## src/wit_pkg.sv

```systemverilog
// Constants shared by both ends of the watchdog / interval timer link
package wit_pkg;
	// ****************************************
	// Device bus encodings
	// ****************************************
	localparam logic [1:0] WIT_SZ_BYTE = 2'h0;
	localparam logic [1:0] WIT_SZ_WORD = 2'h1;
	localparam logic [1:0] WIT_SZ_LONG = 2'h2;
	// Offsets from the block base: csr/counter share a write word
	localparam logic [1:0] WIT_OFF_CSR = 2'h0; // Control/status read, shared write
	localparam logic [1:0] WIT_OFF_CNT = 2'h1; // Counter read
	localparam logic [1:0] WIT_OFF_RST_WR = 2'h2; // Reset control write
	localparam logic [1:0] WIT_OFF_RST_RD = 2'h3; // Reset control read
	localparam logic [31:0] WIT_ADDR_CSR = 32'h05FFFFB8;
	localparam logic [31:0] WIT_ADDR_CNT = 32'h05FFFFB9;
	localparam logic [31:0] WIT_ADDR_RST_WR = 32'h05FFFFBA;
	localparam logic [31:0] WIT_ADDR_RST_RD = 32'h05FFFFBB;
	// Upper byte keys of word writes
	localparam logic [7:0] WIT_KEY_CNT = 8'h5A;
	localparam logic [7:0] WIT_KEY_CSR = 8'hA5;
	localparam logic [7:0] WIT_KEY_RST_BITS = 8'h5A;
	localparam logic [7:0] WIT_KEY_RST_CLR = 8'hA5;
	localparam logic [7:0] WIT_RST_CLR_DATA = 8'h00;
	// ****************************************
	// Register fields and reset values
	// ****************************************
	localparam int WIT_B_FLAG = 7; // Overflow flag in both registers
	localparam int WIT_B_MODE = 6; // Mode select / reset enable
	localparam int WIT_B_TME = 5; // Count enable / reset type
	localparam logic [7:0] WIT_CSR_RESET = 8'h18;
	localparam logic [7:0] WIT_CSR_ONES = 8'h18; // Reserved bits read one
	localparam logic [7:0] WIT_RST_RESET = 8'h1F;
	localparam logic [7:0] WIT_CNT_RESET = 8'h00;
	localparam logic [7:0] WIT_CNT_MAX = 8'hFF;
	// ****************************************
	// Timing counts in system clocks
	// ****************************************
	localparam int WIT_PRE_W = 13;
	localparam logic [7:0] WIT_OVF_OUT_CYC = 8'd128;
	localparam logic [9:0] WIT_IRST_CYC = 10'd512;
	// ****************************************
	// APB map of the host controller
	// ****************************************
	localparam logic [7:0] WIT_APB_CMD = 8'h00;
	localparam logic [7:0] WIT_APB_STAT = 8'h04;
	localparam int WIT_CMD_WR = 18; // 1 word write, 0 byte read
	localparam int WIT_CMD_OFF = 16; // Offset field [17:16]
endpackage : wit_pkg

```

## src/wit_bus_if.sv

```systemverilog
// Internal peripheral bus joining the host controller and the timer
`timescale 1ns/10ps
`default_nettype none
interface wit_bus_if;
	logic req; // One-cycle request
	logic wr; // 1 write, 0 read
	logic [1:0] size; // Transfer size
	logic [1:0] offset; // Register offset
	logic [15:0] wdata; // Write word
	logic [7:0] rdata; // Read byte
	logic ack; // One-cycle answer
	modport dev (input req, wr, size, offset, wdata, output rdata, ack);
	modport host (output req, wr, size, offset, wdata, input rdata, ack);
endinterface : wit_bus_if
`default_nettype wire

```

## src/wit_device.sv

```systemverilog
// Device end: watchdog / interval timer with counter and two control registers
// Operation
// - 8-bit counter counts selected divided clock pulses
// - Wrap from FF raises overflow output or interrupt
// - Counter cleared by reset, disable; kept in standby, where a counter write clears it
// - Control bits 7-5 clear in standby, 2-0 kept
// - Reserved control bits read one, written one
// - Interval flag set only in interval mode
// - Interval flag cleared by read-one then write-zero
// - Mode bit picks interval timer or watchdog
// - Disabled counter held at zero outside standby
// - Clock select codes pick eight divide ratios
// - Watchdog flag set only in watchdog mode
// - Watchdog flag cleared by read-one then write-zero
// - Watchdog overflow resets chip if enabled
// - Reset type bit picks power-on or manual
// - Reset register initialised by pin reset, standby
// - Registers written only by word transfers
// - Registers read only by byte transfers
// - Key byte routes shared write to counter/control
// - Reset register key writes clear flag, set bits
// - Overflow output 128 cycles, reset 512 cycles
// - Counter write beats a coinciding count pulse
`timescale 1ns/10ps
`default_nettype none
module wit_device import wit_pkg::*; (
	input wire logic sys_clk_in, // 25 MHz clock
	input wire logic rst_n_in, // Reset pin, synchronous, active low
	input wire logic standby_in, // Standby mode entry/hold
	output logic overflow_out_n_out, // External overflow, active low
	output logic interval_interrupt_out, // Interval interrupt request
	output logic por_reset_out, // Internal power-on reset request
	output logic manual_reset_out, // Internal manual reset request
	wit_bus_if.dev bus // Register bus
);
	// ****************************************
	// State
	// ****************************************
	logic [WIT_PRE_W-1:0] pre_r, pre_nxt;
	logic [7:0] watchdog_counter_r, watchdog_counter_nxt;
	logic interval_overflow_flag_r, interval_overflow_flag_nxt;
	logic mode_select_r, mode_select_nxt;
	logic count_enable_bit_r, count_enable_bit_nxt;
	logic [2:0] clock_divider_select_r, clock_divider_select_nxt;
	logic watchdog_overflow_flag_r, watchdog_overflow_flag_nxt;
	logic internal_reset_enable_r, internal_reset_enable_nxt;
	logic reset_type_select_r, reset_type_select_nxt;
	logic ovf_armed_r, ovf_armed_nxt, watchdog_overflow_flag_armed_r, watchdog_overflow_flag_armed_nxt;
	logic [7:0] ovfo_cnt_r, ovfo_cnt_nxt;
	logic [9:0] irst_cnt_r, irst_cnt_nxt;
	logic irst_type_r, irst_type_nxt;
	logic ack_nxt;
	logic [7:0] rdata_nxt, ctrl_status_reg, reset_ctrl_reg;
	logic tick, wrap, wd_wrap, it_wrap;
	logic wr_word, rd_byte, wr_cnt, wr_csr, wr_rst_clr, wr_rst_bits;

	// Low-bit mask of the prescaler for each clock select code
	function automatic logic [WIT_PRE_W-1:0] wit_div_mask(input logic [2:0] sel);
		case (sel)
			3'h0: wit_div_mask = 13'h0001;
			3'h1: wit_div_mask = 13'h003F;
			3'h2: wit_div_mask = 13'h007F;
			3'h3: wit_div_mask = 13'h00FF;
			3'h4: wit_div_mask = 13'h01FF;
			3'h5: wit_div_mask = 13'h03FF;
			3'h6: wit_div_mask = 13'h0FFF;
			default: wit_div_mask = 13'h1FFF;
		endcase
	endfunction : wit_div_mask

	// Register images as read back
	assign ctrl_status_reg = {interval_overflow_flag_r, mode_select_r, count_enable_bit_r,
		2'b11, clock_divider_select_r};
	assign reset_ctrl_reg = {watchdog_overflow_flag_r, internal_reset_enable_r,
		reset_type_select_r, 5'h1F};

	// ****************************************
	// Bus decode
	// ****************************************
	always_comb begin
		wr_word = bus.req && bus.wr && bus.size == WIT_SZ_WORD;
		rd_byte = bus.req && !bus.wr && bus.size == WIT_SZ_BYTE;
		wr_cnt = 1'b0;
		wr_csr = 1'b0;
		wr_rst_clr = 1'b0;
		wr_rst_bits = 1'b0;
		if (wr_word && bus.offset == WIT_OFF_CSR) begin
			wr_cnt = bus.wdata[15:8] == WIT_KEY_CNT;
			wr_csr = bus.wdata[15:8] == WIT_KEY_CSR;
		end else if (wr_word && bus.offset == WIT_OFF_RST_WR) begin
			wr_rst_clr = bus.wdata == {WIT_KEY_RST_CLR, WIT_RST_CLR_DATA};
			wr_rst_bits = bus.wdata[15:8] == WIT_KEY_RST_BITS;
		end
		rdata_nxt = 8'h00;
		if (rd_byte && bus.offset == WIT_OFF_CSR) begin
			rdata_nxt = ctrl_status_reg;
		end else if (rd_byte && bus.offset == WIT_OFF_CNT) begin
			rdata_nxt = watchdog_counter_r;
		end else if (rd_byte && bus.offset == WIT_OFF_RST_RD) begin
			rdata_nxt = reset_ctrl_reg;
		end
		ack_nxt = bus.req;
	end

	// ****************************************
	// Counter, flags and pulse generators
	// ****************************************
	always_comb begin
		pre_nxt = pre_r + 13'h0001;
		tick = (pre_r & wit_div_mask(clock_divider_select_r)) ==
			wit_div_mask(clock_divider_select_r);
		tick = tick && count_enable_bit_r && !standby_in;
		wrap = tick && !wr_cnt && watchdog_counter_r == WIT_CNT_MAX;
		wd_wrap = wrap && mode_select_r;
		it_wrap = wrap && !mode_select_r;
		watchdog_counter_nxt = watchdog_counter_r;
		if (wr_cnt) begin
			watchdog_counter_nxt = bus.wdata[7:0];
		end else if (tick) begin
			watchdog_counter_nxt = watchdog_counter_r + 8'h01;
		end
		interval_overflow_flag_nxt = interval_overflow_flag_r;
		mode_select_nxt = mode_select_r;
		count_enable_bit_nxt = count_enable_bit_r;
		clock_divider_select_nxt = clock_divider_select_r;
		ovf_armed_nxt = ovf_armed_r;
		if (rd_byte && bus.offset == WIT_OFF_CSR && interval_overflow_flag_r) begin
			ovf_armed_nxt = 1'b1;
		end
		if (wr_csr) begin
			mode_select_nxt = bus.wdata[WIT_B_MODE];
			count_enable_bit_nxt = bus.wdata[WIT_B_TME];
			clock_divider_select_nxt = bus.wdata[2:0];
			ovf_armed_nxt = 1'b0;
			if (!bus.wdata[WIT_B_FLAG] && ovf_armed_r) begin
				interval_overflow_flag_nxt = 1'b0;
			end
		end
		if (it_wrap) begin
			interval_overflow_flag_nxt = 1'b1;
		end
		if (standby_in) begin
			interval_overflow_flag_nxt = 1'b0;
			mode_select_nxt = 1'b0;
			count_enable_bit_nxt = 1'b0;
		end
		if (wd_wrap) begin
			// Watchdog overflow always resets counter and control
			interval_overflow_flag_nxt = 1'b0;
			mode_select_nxt = 1'b0;
			count_enable_bit_nxt = 1'b0;
			clock_divider_select_nxt = 3'h0;
			watchdog_counter_nxt = WIT_CNT_RESET;
		end
		// Standby keeps the count but a counter write zeroes it; a disabled counter otherwise sits at zero
		if (!count_enable_bit_nxt && (wr_cnt || !standby_in)) begin
			watchdog_counter_nxt = WIT_CNT_RESET;
		end
		watchdog_overflow_flag_nxt = watchdog_overflow_flag_r;
		internal_reset_enable_nxt = internal_reset_enable_r;
		reset_type_select_nxt = reset_type_select_r;
		watchdog_overflow_flag_armed_nxt = watchdog_overflow_flag_armed_r;
		if (rd_byte && bus.offset == WIT_OFF_RST_RD && watchdog_overflow_flag_r) begin
			watchdog_overflow_flag_armed_nxt = 1'b1;
		end
		if (wr_rst_clr || wr_rst_bits) begin
			watchdog_overflow_flag_armed_nxt = 1'b0;
		end
		if (wr_rst_clr && watchdog_overflow_flag_armed_r) begin
			watchdog_overflow_flag_nxt = 1'b0;
		end
		if (wr_rst_bits) begin
			internal_reset_enable_nxt = bus.wdata[WIT_B_MODE];
			reset_type_select_nxt = bus.wdata[WIT_B_TME];
		end
		if (wd_wrap) begin
			watchdog_overflow_flag_nxt = 1'b1;
		end
		if (standby_in) begin
			watchdog_overflow_flag_nxt = 1'b0;
			internal_reset_enable_nxt = 1'b0;
			reset_type_select_nxt = 1'b0;
		end
		ovfo_cnt_nxt = (ovfo_cnt_r == 8'h00) ? 8'h00 : ovfo_cnt_r - 8'h01;
		if (wd_wrap) begin
			ovfo_cnt_nxt = WIT_OVF_OUT_CYC;
		end
		irst_cnt_nxt = (irst_cnt_r == 10'h000) ? 10'h000 : irst_cnt_r - 10'h001;
		irst_type_nxt = irst_type_r;
		if (wd_wrap && internal_reset_enable_r) begin
			irst_cnt_nxt = WIT_IRST_CYC;
			irst_type_nxt = reset_type_select_r;
		end
	end

	// Register everything; reset pin initialises all state
	always_ff @(posedge sys_clk_in) begin
		if (!rst_n_in) begin
			pre_r <= '0;
			watchdog_counter_r <= WIT_CNT_RESET;
			interval_overflow_flag_r <= 1'b0;
			mode_select_r <= 1'b0;
			count_enable_bit_r <= 1'b0;
			clock_divider_select_r <= 3'h0;
			watchdog_overflow_flag_r <= 1'b0;
			internal_reset_enable_r <= 1'b0;
			reset_type_select_r <= 1'b0;
			ovf_armed_r <= 1'b0;
			watchdog_overflow_flag_armed_r <= 1'b0;
			ovfo_cnt_r <= 8'h00;
			irst_cnt_r <= 10'h000;
			irst_type_r <= 1'b0;
			bus.ack <= 1'b0;
			bus.rdata <= 8'h00;
			overflow_out_n_out <= 1'b1;
			interval_interrupt_out <= 1'b0;
			por_reset_out <= 1'b0;
			manual_reset_out <= 1'b0;
		end else begin
			pre_r <= pre_nxt;
			watchdog_counter_r <= watchdog_counter_nxt;
			interval_overflow_flag_r <= interval_overflow_flag_nxt;
			mode_select_r <= mode_select_nxt;
			count_enable_bit_r <= count_enable_bit_nxt;
			clock_divider_select_r <= clock_divider_select_nxt;
			watchdog_overflow_flag_r <= watchdog_overflow_flag_nxt;
			internal_reset_enable_r <= internal_reset_enable_nxt;
			reset_type_select_r <= reset_type_select_nxt;
			ovf_armed_r <= ovf_armed_nxt;
			watchdog_overflow_flag_armed_r <= watchdog_overflow_flag_armed_nxt;
			ovfo_cnt_r <= ovfo_cnt_nxt;
			irst_cnt_r <= irst_cnt_nxt;
			irst_type_r <= irst_type_nxt;
			bus.ack <= ack_nxt;
			bus.rdata <= rdata_nxt;
			overflow_out_n_out <= ovfo_cnt_nxt == 8'h00;
			interval_interrupt_out <= interval_overflow_flag_nxt;
			por_reset_out <= irst_cnt_nxt != 10'h000 && !irst_type_nxt;
			manual_reset_out <= irst_cnt_nxt != 10'h000 && irst_type_nxt;
		end
	end
endmodule : wit_device
`default_nettype wire

```

## src/flat_wrapper.sv

```systemverilog
// flat-port wrapper written by rule: the top's interface ports become plain ports
module wit_device_flat import wit_pkg::*;
  (sys_clk_in, rst_n_in, standby_in, overflow_out_n_out, interval_interrupt_out, por_reset_out, manual_reset_out, bus_req, bus_wr, bus_size, bus_offset, bus_wdata, bus_rdata, bus_ack);
  wit_bus_if bus_i ();
  input wire logic sys_clk_in;
  input wire logic rst_n_in;
  input wire logic standby_in;
  output logic overflow_out_n_out;
  output logic interval_interrupt_out;
  output logic por_reset_out;
  output logic manual_reset_out;
  input wire logic [$bits(bus_i.req)-1:0] bus_req;
  input wire logic [$bits(bus_i.wr)-1:0] bus_wr;
  input wire logic [$bits(bus_i.size)-1:0] bus_size;
  input wire logic [$bits(bus_i.offset)-1:0] bus_offset;
  input wire logic [$bits(bus_i.wdata)-1:0] bus_wdata;
  output wire logic [$bits(bus_i.rdata)-1:0] bus_rdata;
  output wire logic [$bits(bus_i.ack)-1:0] bus_ack;
  assign bus_i.req = bus_req;
  assign bus_i.wr = bus_wr;
  assign bus_i.size = bus_size;
  assign bus_i.offset = bus_offset;
  assign bus_i.wdata = bus_wdata;
  assign bus_rdata = bus_i.rdata;
  assign bus_ack = bus_i.ack;
  wit_device u_core (.sys_clk_in(sys_clk_in), .rst_n_in(rst_n_in), .standby_in(standby_in), .overflow_out_n_out(overflow_out_n_out), .interval_interrupt_out(interval_interrupt_out), .por_reset_out(por_reset_out), .manual_reset_out(manual_reset_out), .bus(bus_i));
endmodule
```

## config.mk

```make
export PLATFORM = sky130hd
export DESIGN_NAME = wit_device_flat
export DESIGN_NICKNAME = d
export VERILOG_FILES = /design/src/wit_pkg.sv /design/src/wit_bus_if.sv /design/src/wit_device.sv /design/src/flat_wrapper.sv
export SDC_FILE = /design/constraint.sdc
export NUM_CORES = 1
export LEC_CHECK = 0
export BUFFER_PORTS_ARGS = -buffer_cell sky130_fd_sc_hd__buf_2
export CAP_MARGIN = 20
export CORE_AREA = 4 4 84 86
export CTS_BUF_LIST = sky130_fd_sc_hd__clkbuf_4
export DETAILED_ROUTE_END_ITERATION = 8
export DIE_AREA = 0 0 88 90
export PLACE_DENSITY = 0.76
export SETUP_SLACK_MARGIN = 0.2
export SLEW_MARGIN = 5
export SYNTH_ARGS = -nofsm -noshare
export SYNTH_HDL_FRONTEND = slang
export SYNTH_SLANG_ARGS = --single-unit
```

## constraint.sdc

```tcl
create_clock -name sys_clk_in -period 2.7 [get_ports sys_clk_in]
set_input_delay 0.54 -clock sys_clk_in [delete_from_list [all_inputs] [get_ports sys_clk_in]]
set_output_delay 0.54 -clock sys_clk_in [all_outputs]
set_load 0.02 [all_outputs]
```

# After elaboration in Yosys (flattened, before gate mapping)
# Cells that the tools add are included.
dict set report op_classes {
  add_sub_neg 4
  n_eq_ne 15
  mux 25
  bitwise 2
  reduce_logical 50
}
# operator n
set op_table {}
lappend op_table {{one-hot mux 13 bit (7 select lines)} 1}
lappend op_table {{two-way mux 8 bit} 7}
lappend op_table {{logical AND 1 bit} 23}
lappend op_table {{two-way mux 10 bit} 2}
lappend op_table {{== test 16 bit (second input constant)} 1}
lappend op_table {{== test 8 bit (second input constant)} 2}
lappend op_table {{zero test 8 bit} 2}
lappend op_table {{two-way mux 1 bit} 15}
lappend op_table {{adder 13 x 1 -> 13 bit (second input constant)} 1}
lappend op_table {{AND 13 bit} 1}
lappend op_table {{== test 13 bit} 1}
lappend op_table {{zero test 10 bit} 1}
lappend op_table {{nonzero test 10 bit} 1}
lappend op_table {{subtractor 10 x 1 -> 10 bit (second input constant)} 1}
lappend op_table {{== test 3 bit (second input constant)} 3}
lappend op_table {{adder 8 x 1 -> 8 bit (second input constant)} 1}
lappend op_table {{== test 8 x 7 -> 1 bit (second input constant)} 1}
lappend op_table {{nonzero test 2 bit} 4}
lappend op_table {{OR reduction 2 bit} 4}
lappend op_table {{subtractor 8 x 1 -> 8 bit (second input constant)} 1}
lappend op_table {{zero test 1 bit} 7}
lappend op_table {{== test 3 x 2 -> 1 bit (second input constant)} 2}
lappend op_table {{OR reduction 3 bit} 2}
lappend op_table {{== test 2 x 1 -> 1 bit (second input constant)} 2}
lappend op_table {{7 further kinds} 10}
dict set report totals {
  register_bits 63
  in_bits 25
  out_inout_bits 13
}

# Longest topological paths before layout
# Gate-level depths: netlist of the first run.
dict set report depth {
  ltp_word 13
  mapped_depth 8
  mapped_depth_nobuf 8
}

# Least setup slack after synthesis of the first run
# Ideal clock, no wire load.
dict set report synth_timing {
  kind {input to register}
  start {input port bus_wdata[9]}
  end {register u_core.watchdog_counter_r[0]}
  setup_time_ps 86
  arrival_time_ps 1911
  required_time_ps 2614
  slack_ps 704
  stages 6
  cell_sequence {nor4bb_1 > nand4_2 > mux2i_1 > o21ai_0 > nand3b_2 > a211oi_1}
}
dict set report synth_between {
  elab_chain_len 10
  elab_cells_between_ends 17
  cone_classes {eq/ne (2); mux (6); reduce/logical (9)}
}
# item line_no
set synth_lines {}
lappend synth_lines {{start: declaration} flat_wrapper.sv:16} ;# input wire logic [$bits(bus_i.wdata)-1:0] bus_wdata;
lappend synth_lines {{== test 8 x 7 -> 1 bit} wit_device.sv:88} ;# wr_cnt = bus.wdata[15:8] == WIT_KEY_CNT;
lappend synth_lines {{two-way mux 1 bit} wit_device.sv:87} ;# if (wr_word && bus.offset == WIT_OFF_CSR) begin
lappend synth_lines {{zero test 1 bit} wit_device.sv:113} ;# wrap = tick && !wr_cnt && watchdog_counter_r == WIT_CNT_MAX;
lappend synth_lines {{logical AND 1 bit (2 in series)} wit_device.sv:113}
lappend synth_lines {{logical AND 1 bit} wit_device.sv:114} ;# wd_wrap = wrap && mode_select_r;
lappend synth_lines {{two-way mux 1 bit} wit_device.sv:147} ;# if (wd_wrap) begin
lappend synth_lines {{zero test 1 bit} wit_device.sv:156} ;# if (!count_enable_bit_nxt && (wr_cnt || !standby_in)) begin
lappend synth_lines {{logical AND 1 bit} wit_device.sv:156}
lappend synth_lines {{OR reduction 3 bit (no source line)} -}
lappend synth_lines {{end signal: assignment} wit_device.sv:221} ;# watchdog_counter_r <= watchdog_counter_nxt;
lappend synth_lines {{end: declaration} wit_device.sv:40} ;# logic [7:0] watchdog_counter_r, watchdog_counter_nxt;
# Parallel ways exist; a longest one is shown, timed or not.
# A chain may end at the register's enable or synchronous reset.

# Final worst setup path of the first run
dict set report layout_timing {
  start {register u_core.pre_r[9]}
  end {register u_core.manual_reset_out}
}
dict set report layout_between {
  elab_chain_len 11
  elab_cells_between_ends 12
  cone_classes {eq/ne (1); mux (2); bitwise (1); reduce/logical (8)}
}
# item line_no
set layout_lines {}
lappend layout_lines {{start: declaration} wit_device.sv:39} ;# logic [WIT_PRE_W-1:0] pre_r, pre_nxt;
lappend layout_lines {{start signal: assignment} wit_device.sv:220} ;# pre_r <= pre_nxt;
lappend layout_lines {{AND 13 bit *} wit_device.sv:110} ;# tick = (pre_r & wit_div_mask(clock_divider_select_r)) ==
lappend layout_lines {{== test 13 bit *} wit_device.sv:110}
lappend layout_lines {{logical AND 1 bit * (2 in series)} wit_device.sv:112} ;# tick = tick && count_enable_bit_r && !standby_in;
lappend layout_lines {{logical AND 1 bit * (2 in series)} wit_device.sv:113}
lappend layout_lines {{logical AND 1 bit *} wit_device.sv:114}
lappend layout_lines {{logical AND 1 bit *} wit_device.sv:190} ;# if (wd_wrap && internal_reset_enable_r) begin
lappend layout_lines {{two-way mux 10 bit} wit_device.sv:190}
lappend layout_lines {{nonzero test 10 bit} wit_device.sv:239} ;# manual_reset_out <= irst_cnt_nxt != 10'h000 && irst_type_nxt;
lappend layout_lines {{logical AND 1 bit *} wit_device.sv:239}
lappend layout_lines {{end signal: assignment} wit_device.sv:239}
lappend layout_lines {{end: declaration} wit_device.sv:33} ;# output logic manual_reset_out,
# Mark *: on every way between the ends. The rest lies on a longest branch, timed or not.

==> results.cfg, run 1 <==
[timing]
worst_slew_pin_slew_ns = 0.7577
final.period_utilization = 0.7610
setup_tns_ns = 0
relSlewSlack = 0.4877
max_freq_mhz = 486.7
hold_viol = 0
skew_ns = 0.007530
slew_viol_final = 0
finalSetupViolations = 0
rsz0062_at_grt = false
fin_crit_ns = 2.055

[clock_network]
cts_made_buffers = 9
clk_latency_ns = 0.39
clock-sinks = 63
clockRootBuffer = clkbuf_4
cts-htree-levels = 3
cts.clk_slew.worst_paths_ns = 0.10
ctsResizeCount = 0
cts_hold_buf = 0
post_cts_buffers = 0
clock_path_buffers = 2
cts_tree = built

[setup_path]
crit_type = register to register
cp-start-kind = register
cp_max_fo = 7
worstPathArrival_ns = 2.35
reg2regPathDepth = 7
cp_data_required_time_ns = 2.99
cp-end-kind = register

[logic_synthesis]
yosys.area.top_type_share = 0.4094
synth_ff_type = dfxtp_1
synth_cell_types = 60
async_flop_share = 0
postSynthNetCount = 370
synth-edff-count = 0
yosysSeqAreaShare = 0.4094
ys_ff_latch = 63
synth_warnings = 0
synth_top_cell_by_area = dfxtp_1
synth_most_common_cell = dfxtp_1
syn_inst = 340
synth_area_per_cell_um2 = 9.060
synthTopCellsByCount = dfxtp_1, nor2_1, xnor2_1
syn_area_um2 = 3080
synthTopCellsByArea = dfxtp_1, xnor2_1, nor2_1, mux2i_1, and2_1

[detailed_routing]
drc_errors = 0
drt-vias-per-instance = 5.500
drt_iter0_drc = 137
drt_first_pass_iters = 4
drtAntennaViolNets = 0
wl_per_cell_um = 14.10
vias = 2541
wl_um = 6514

[cells_and_area]
num-nets-final = 410
drive_gt1_frac = 0.2156
n_antenna_cell = 0
syn2layout_area_growth_pct = 11.66
post-route-util = 0.5479

[floorplanning]
ios = 38
coreArea_um2 = 6277
die_area_um2 = 7920
die_w_um = 88
std_cell_rows = 29
die_h_um = 90
start_util = 0.4907

[grt]
globalRouteOverflowTotal = 0
grt_max_degree = 30
grt_pass1_wl_um = 11130
grt_usage = 0.1777
antenna_found_initial = 0
grt_pass1_vias = 2397

[min_path]
hp-class = input port to register
whs_path_depth = 2

[placed_design]
hpwlAfterDp_um = 4907
numPortBuffers = 37
gp_congestion = 0.8911

[power_and_ir_drop]
p_per_area_nw_per_um2 = 692.9
power.leakage_uw = 0.001395
max-vdd-ir-drop_mv = 0.6875

[job]
cap_violations = 0

[outcome]
status = completed
==> flip-flops by register name, summed over array words and instances, names as in the netlist <==
name                                   flops
u_core.clock_divider_select_r              3
u_core.interval_interrupt_out              1
u_core.ovfo_cnt_r                          8
u_core.watchdog_overflow_flag_r            1
u_core.bus.ack                             1
u_core.reset_type_select_r                 1
u_core.bus.rdata                           8
u_core.watchdog_overflow_flag_armed_r      1
u_core.watchdog_counter_r                  8
u_core.irst_type_r                         1
u_core.mode_select_r                       1
u_core.overflow_out_n_out                  1
u_core.ovf_armed_r                         1
u_core.count_enable_bit_r                  1
u_core.pre_r                              13
u_core.irst_cnt_r                         10
u_core.internal_reset_enable_r             1
u_core.por_reset_out                       1
u_core.manual_reset_out                    1
==> critical path, cell delays in order (launching register included) <==
cell and delay, ns:
dfxtp_1 0.42, nand3_1 0.13, a221oi_2 0.36, o21ai_4 0.16
nor4b_4 0.42, buf_4 0.21, a21oi_1 0.07, o21a_1 0.19
==> final timing paths <==
check | start | endpoint | slack [ns]
hold / removal | bus_req | u_core.bus.ack$_SDFF_PN0_ | 0.38
hold reg to reg | u_core.irst_cnt_r[0]$_SDFF_PN0_ | u_core.irst_cnt_r[0]$_SDFF_PN0_ | 0.46
setup reg to reg | u_core.pre_r[9]$_SDFF_PN0_ | u_core.manual_reset_out$_SDFF_PN0_ | 0.65
setup / recovery | u_core.pre_r[9]$_SDFF_PN0_ | u_core.manual_reset_out$_SDFF_PN0_ | 0.65
==> final cells by class <==
| cell class | count | area, um^2 |
|---|---|---|
| Clock inverter | 2 | 7.507 |
| Clock buffer | 14 | 105.1 |
| Multi-Input combinational cell | 255 | 1713 |
| Inverter | 9 | 33.78 |
| Tap cell | 77 | 96.34 |
| Timing Repair Buffer | 42 | 222.7 |
| Sequential cell | 63 | 1261 |
| Fill cell | 582 | 2838 |
==> through the flow <==
stage / hold slack [ns] / setup slack (ns) / cell area (um^2) / instances / total power, uW
final: 0.3774 / 0.6453 / 3440 / 462 / 2383
after global routing: 0.3602 / 0.4745 / 3440 / 462 / 2572
after CTS: 0.3688 / 0.6461 / 3440 / 462 / 2411
after global placement: 0.4391 / 0.4879 / 3327 / 446 / 1840
after detailed placement: 0.4427 / 0.4731 / 3327 / 446 / 1857
after floorplan: 0.4259 / 0.7036 / 3080 / 340 / 1714
==> per-layer routing <==
layer | global-route usage | part of all wire | vias up
met3 | 0.04936 | 0.064 | 13
met5 | 0 | 0 | -
met2 | 0.2726 | 0.46 | 62
met4 | 0.06905 | 0.020 | 0
met1 | 0.2344 | 0.45 | 1188
li1 | - | - | 1278
==> layout by cell type, fill, tap and decap left out, drive strengths merged, types with 5 or more instances in the layout <==
cell type,count
dfxtp,63
ha,5
nor3,11
clkbuf,14
nor2,53
mux2i,13
nand4,6
nand3,14
inv,9
and2,13
a211oi,8
buf,42
o21ai,10
nand2,21
a21oi,9
xnor2,24
nor4,9
and3,8
==> report_power, final <==
group	switching, uW	internal, uW	total (uW)
registers	95.4	1050	1140
clock network	310	237	547
logic	383	311	693
total	788	1590	2380
==> kinds of logic (layout without fill, tap and decap cells) <==
kind of cell / after synthesis / count (layout) / synth area share
AO/OA/AOI/OAI: 46 / 46 / 0.1089
XOR/XNOR: 28 / 28 / 0.07961
adder cells (fa/ha/maj): 6 / 6 / 0.02356
buffers and inverters: 22 / 67 / 0.03452
flip-flops: 63 / 63 / 0.4094
multiplexers: 14 / 14 / 0.04590
AND/OR/NAND/NOR: 161 / 161 / 0.2981
No activity file was read; power rests on OpenSTA's default activity.
==> run 2, diff against run 1 <==
--- a/config.mk
+++ b/config.mk
@@ -5,13 +5,14 @@
 export SDC_FILE = /design/constraint.sdc
 export NUM_CORES = 1
 export LEC_CHECK = 0
+export ABC_AREA = 1
 export BUFFER_PORTS_ARGS = -buffer_cell sky130_fd_sc_hd__buf_2
 export CAP_MARGIN = 20
-export CORE_AREA = 4 4 84 86
+export CORE_AREA = 4 4 85 87
 export CTS_BUF_LIST = sky130_fd_sc_hd__clkbuf_4
 export DETAILED_ROUTE_END_ITERATION = 8
-export DIE_AREA = 0 0 88 90
-export PLACE_DENSITY = 0.76
+export DIE_AREA = 0 0 89 91
+export PLACE_DENSITY = 0.75
 export SETUP_SLACK_MARGIN = 0.2
 export SLEW_MARGIN = 5
 export SYNTH_ARGS = -nofsm -noshare
==> constraint.sdc (replaced) <==
create_clock -name sys_clk_in -period 2.1 [get_ports sys_clk_in]
set_input_delay 0.42 -clock sys_clk_in [delete_from_list [all_inputs] [get_ports sys_clk_in]]
set_output_delay 0.42 -clock sys_clk_in [all_outputs]
set_load 0.02 [all_outputs]
==> run 2 against run 1 <==
  * Highest routed layer unchanged
  * Area after synthesis grew 1.4%
  * Non-clock buffer count grew 8
  * Critical path type unchanged
  * Worst hold slack lost 0.15 ns
  * Largest power group is now combinational logic
  * Clock power grew 52%
  * Synthesized cell count grew 34%
==> results.cfg, run 2 <==
[floorplanning]
start_util = 0.4918
ios = 38
std_cell_rows = 29
die_area_um2 = 8099
die_h_um = 91
coreArea_um2 = 6350
die_w_um = 89

[setup_path]
worstSetupStartpoint = u_core.watchdog_counter_r[0]$_SDFFE_PP0P_
cp-start-kind = register
worstPathArrival_ns = 2.08
cp_data_required_time_ns = 2.42
reg2reg_from = u_core.watchdog_counter_r[0]$_SDFFE_PP0P_
regToRegEndpoint = u_core.por_reset_out$_SDFF_PN0_
reg2regPathDepth = 12
cp-end-kind = register
crit_end = u_core.por_reset_out$_SDFF_PN0_
crit_path_cell_trace = ha_2, nand3_2, nor2_4, nand4_2, clkinv_1, nand4_4, nor2_4, nor2_1, nor2_1, nand3_1, nand2_1, inv_1
rrSetupSlack_ns = 0.34
cp_num_buf_inv = 2
crit_family = simple AND/OR/NAND/NOR gates
max_stage_delay_ns = 0.36
slowest_stage = dfxtp_1
crit_type = register to register
worst-path-stages = 12
cp_max_fo = 4

[detailed_routing]
drt-vias-per-instance = 5.234
drt_first_pass_iters = 5
drc_errors = 0
wl_um = 7590
drtAntennaViolNets = 0
wl_per_cell_um = 12.80
vias = 3104
drt_iter0_drc = 210

[logic_synthesis]
synthAdderAreaFrac = 0.02003
synthTopCellsByCount = nand2_1, nor2_1, inv_1
synth_warnings = 0
syn_inst = 454
syn_area_um2 = 3123
synth_area_per_cell_um2 = 6.879
synth_ff_type = dfxtp_1
synth_xor_area_frac = 0.01963
synth_top_cell_by_area = dfxtp_1
postSynthNetCount = 484
synth-edff-count = 0
synthTopCellsByArea = dfxtp_1, nand2_1, nor2_1, inv_1, a21oi_1
synth_cell_types = 38
async_flop_share = 0
synth_top_family_by_area = simple AND/OR/NAND/NOR gates
ys_ff_latch = 63
synth_simple_gate_area_frac = 0.3309
synthMuxAreaShare = 0
yosys.area.top_type_share = 0.4038
yosysSeqAreaShare = 0.4038
synth_compound_area_frac = 0.1362
synth_most_common_cell = nand2_1

[timing]
slew_viol_final = 0
rsz0062_at_grt = true
setup_tns_ns = 0
worst_slew_pin_slew_ns = 0.4585
max_freq_mhz = 568.8
fin_ws_ns = 0.3418
finalSetupViolations = 0
hold_viol = 0
final.period_utilization = 0.8372
relSlewSlack = 0.6932
fin_crit_ns = 1.758
skew_ns = 0.01027

[cells_and_area]
drive_gt1_frac = 0.2074
syn2layout_area_growth_pct = 19.43
n_antenna_cell = 0
n_fill_cell = 591
reg.largest.list = u_core.pre_r: 13 flops, u_core.irst_cnt_r: 10 flops
layout_common_cells = nand2_1, nor2_1, inv_1, dfxtp_1, buf_2
seq_area_um2 = 1272
largest_reg_flops = 13
final_common_cell = nand2_1
multiInputGateArea_um2 = 1674
stdcell_count = 593
regMostFlops = u_core.pre_r
num-nets-final = 541

[job]
cap_violations = 0

[clock_network]
cts_hold_buf = 0
cts_made_buffers = 9
clk_latency_ns = 0.41
clock_path_buffers = 2
cts_tree = built
clock-sinks = 63
clockRootBuffer = clkbuf_4
cts-htree-levels = 3
cts.clk_slew.worst_paths_ns = 0.11

[grt]
grt.met3_usage = 0.03348
grt_pass1_wl_um = 12450
grt_usage = 0.1917
antenna_found_initial = 0
met1_usage = 0.2359
grtUsageMet2 = 0.3156
grt_max_degree = 19
top_usage_layer = met2
grt_pass1_vias = 2948
globalRouteOverflowTotal = 0

[power_and_ir_drop]
power.leakage_uw = 0.001644
p_per_area_nw_per_um2 = 1028
max-vdd-ir-drop_mv = 0.7571

[min_path]
hp-class = input port to register

[outcome]
status = completed

[placed_design]
numPortBuffers = 37
hpwlAfterDp_um = 5601
place_ws_ns = 0.1492
gp_congestion = 0.9076
place_inst = 569
## run 2: cell count changes in the layout (fill, tap and decap cells not counted), moves of 7 or more
cell / change
a21oi_1: +27
and2_1: -13
buf_4: +7
inv_1: +53
mux2i_1: -13
nand2_1: +66
nand3_1: +10
nor2_1: +16
nor2_2: +7
nor3_1: +7
o21ai_0: +7
xnor2_1: -24
## run 2: where the power goes
part,total (uW),switching (uW),internal (uW)
combinational,1530,918,608
sequential,1470,127,1350
clock,834,471,364
## run 2: timing repair
action / CTS / global route
setup endpoints to repair: 1 / 22
pin swaps: 0 / 6
setup buffers: 0 / 8
resized for setup: 1 / 30
## run 2: layout make-up
class,count,area share
repair buffers,50,0.07514
well taps,77,0.02583
inverters,70,0.07145
clock inverters,7,0.01946
multi-input cells,317,0.4488
flip-flops and latches,63,0.3412
clock buffers,9,0.01811
## run 2: kinds of logic after synthesis
| group | count (synthesis) |
|---|---|
| buffers and inverters | 74 |
| flip-flops | 63 |
| XOR/XNOR | 7 |
| adder cells (fa/ha/maj) | 5 |
| AO/OA/AOI/OAI | 74 |
| AND/OR/NAND/NOR | 231 |
## run 2: worst min path at each step
stage / start / to / slack (ns) / cells past startpoint
3_5_place_dp: u_core.pre_r[12]$_SDFF_PN0_ / u_core.pre_r[12]$_SDFF_PN0_ / 0.45 / 1
2_1_floorplan: u_core.pre_r[12]$_SDFF_PN0_ / u_core.pre_r[12]$_SDFF_PN0_ / 0.42 / 1
4_1_cts: bus_req / u_core.bus.ack$_SDFF_PN0_ / 0.20 / 3
3_3_place_gp: u_core.pre_r[12]$_SDFF_PN0_ / u_core.pre_r[12]$_SDFF_PN0_ / 0.44 / 1
5_1_grt: bus_req / u_core.bus.ack$_SDFF_PN0_ / 0.23 / 3
6_report: bus_req / u_core.bus.ack$_SDFF_PN0_ / 0.23 / 3
## run 2: layer usage
layer / up-vias / wire, um / part of all wire
met4: 0 / 214 / 0.028
li1: 1583 / - / -
met3: 20 / 359 / 0.047
met2: 101 / 3687 / 0.49
met1: 1400 / 3329 / 0.44
met5: - / 0 / 0
## run 2: per-stage QoR
| step | hold WS, ns | area, um^2 | utilization | total power [uW] |
|---|---|---|---|---|
| 3_5_place_dp | 0.4451 | 3426 | 0.5395 | 2768 |
| 6_report | 0.2285 | 3730 | 0.5874 | 3833 |
| 2_1_floorplan | 0.4218 | 3123 | - | 2486 |
| 4_1_cts | 0.2033 | 3571 | 0.5624 | 3627 |
| 3_3_place_gp | 0.4365 | 3426 | 0.5395 | 2731 |
| 5_1_grt | 0.2283 | 3730 | 0.5874 | 4135 |
## run 2: worst min-delay path: stages
cell and delay (ns):
buf_2 0.10, nand2_1 0.05, inv_1 0.04
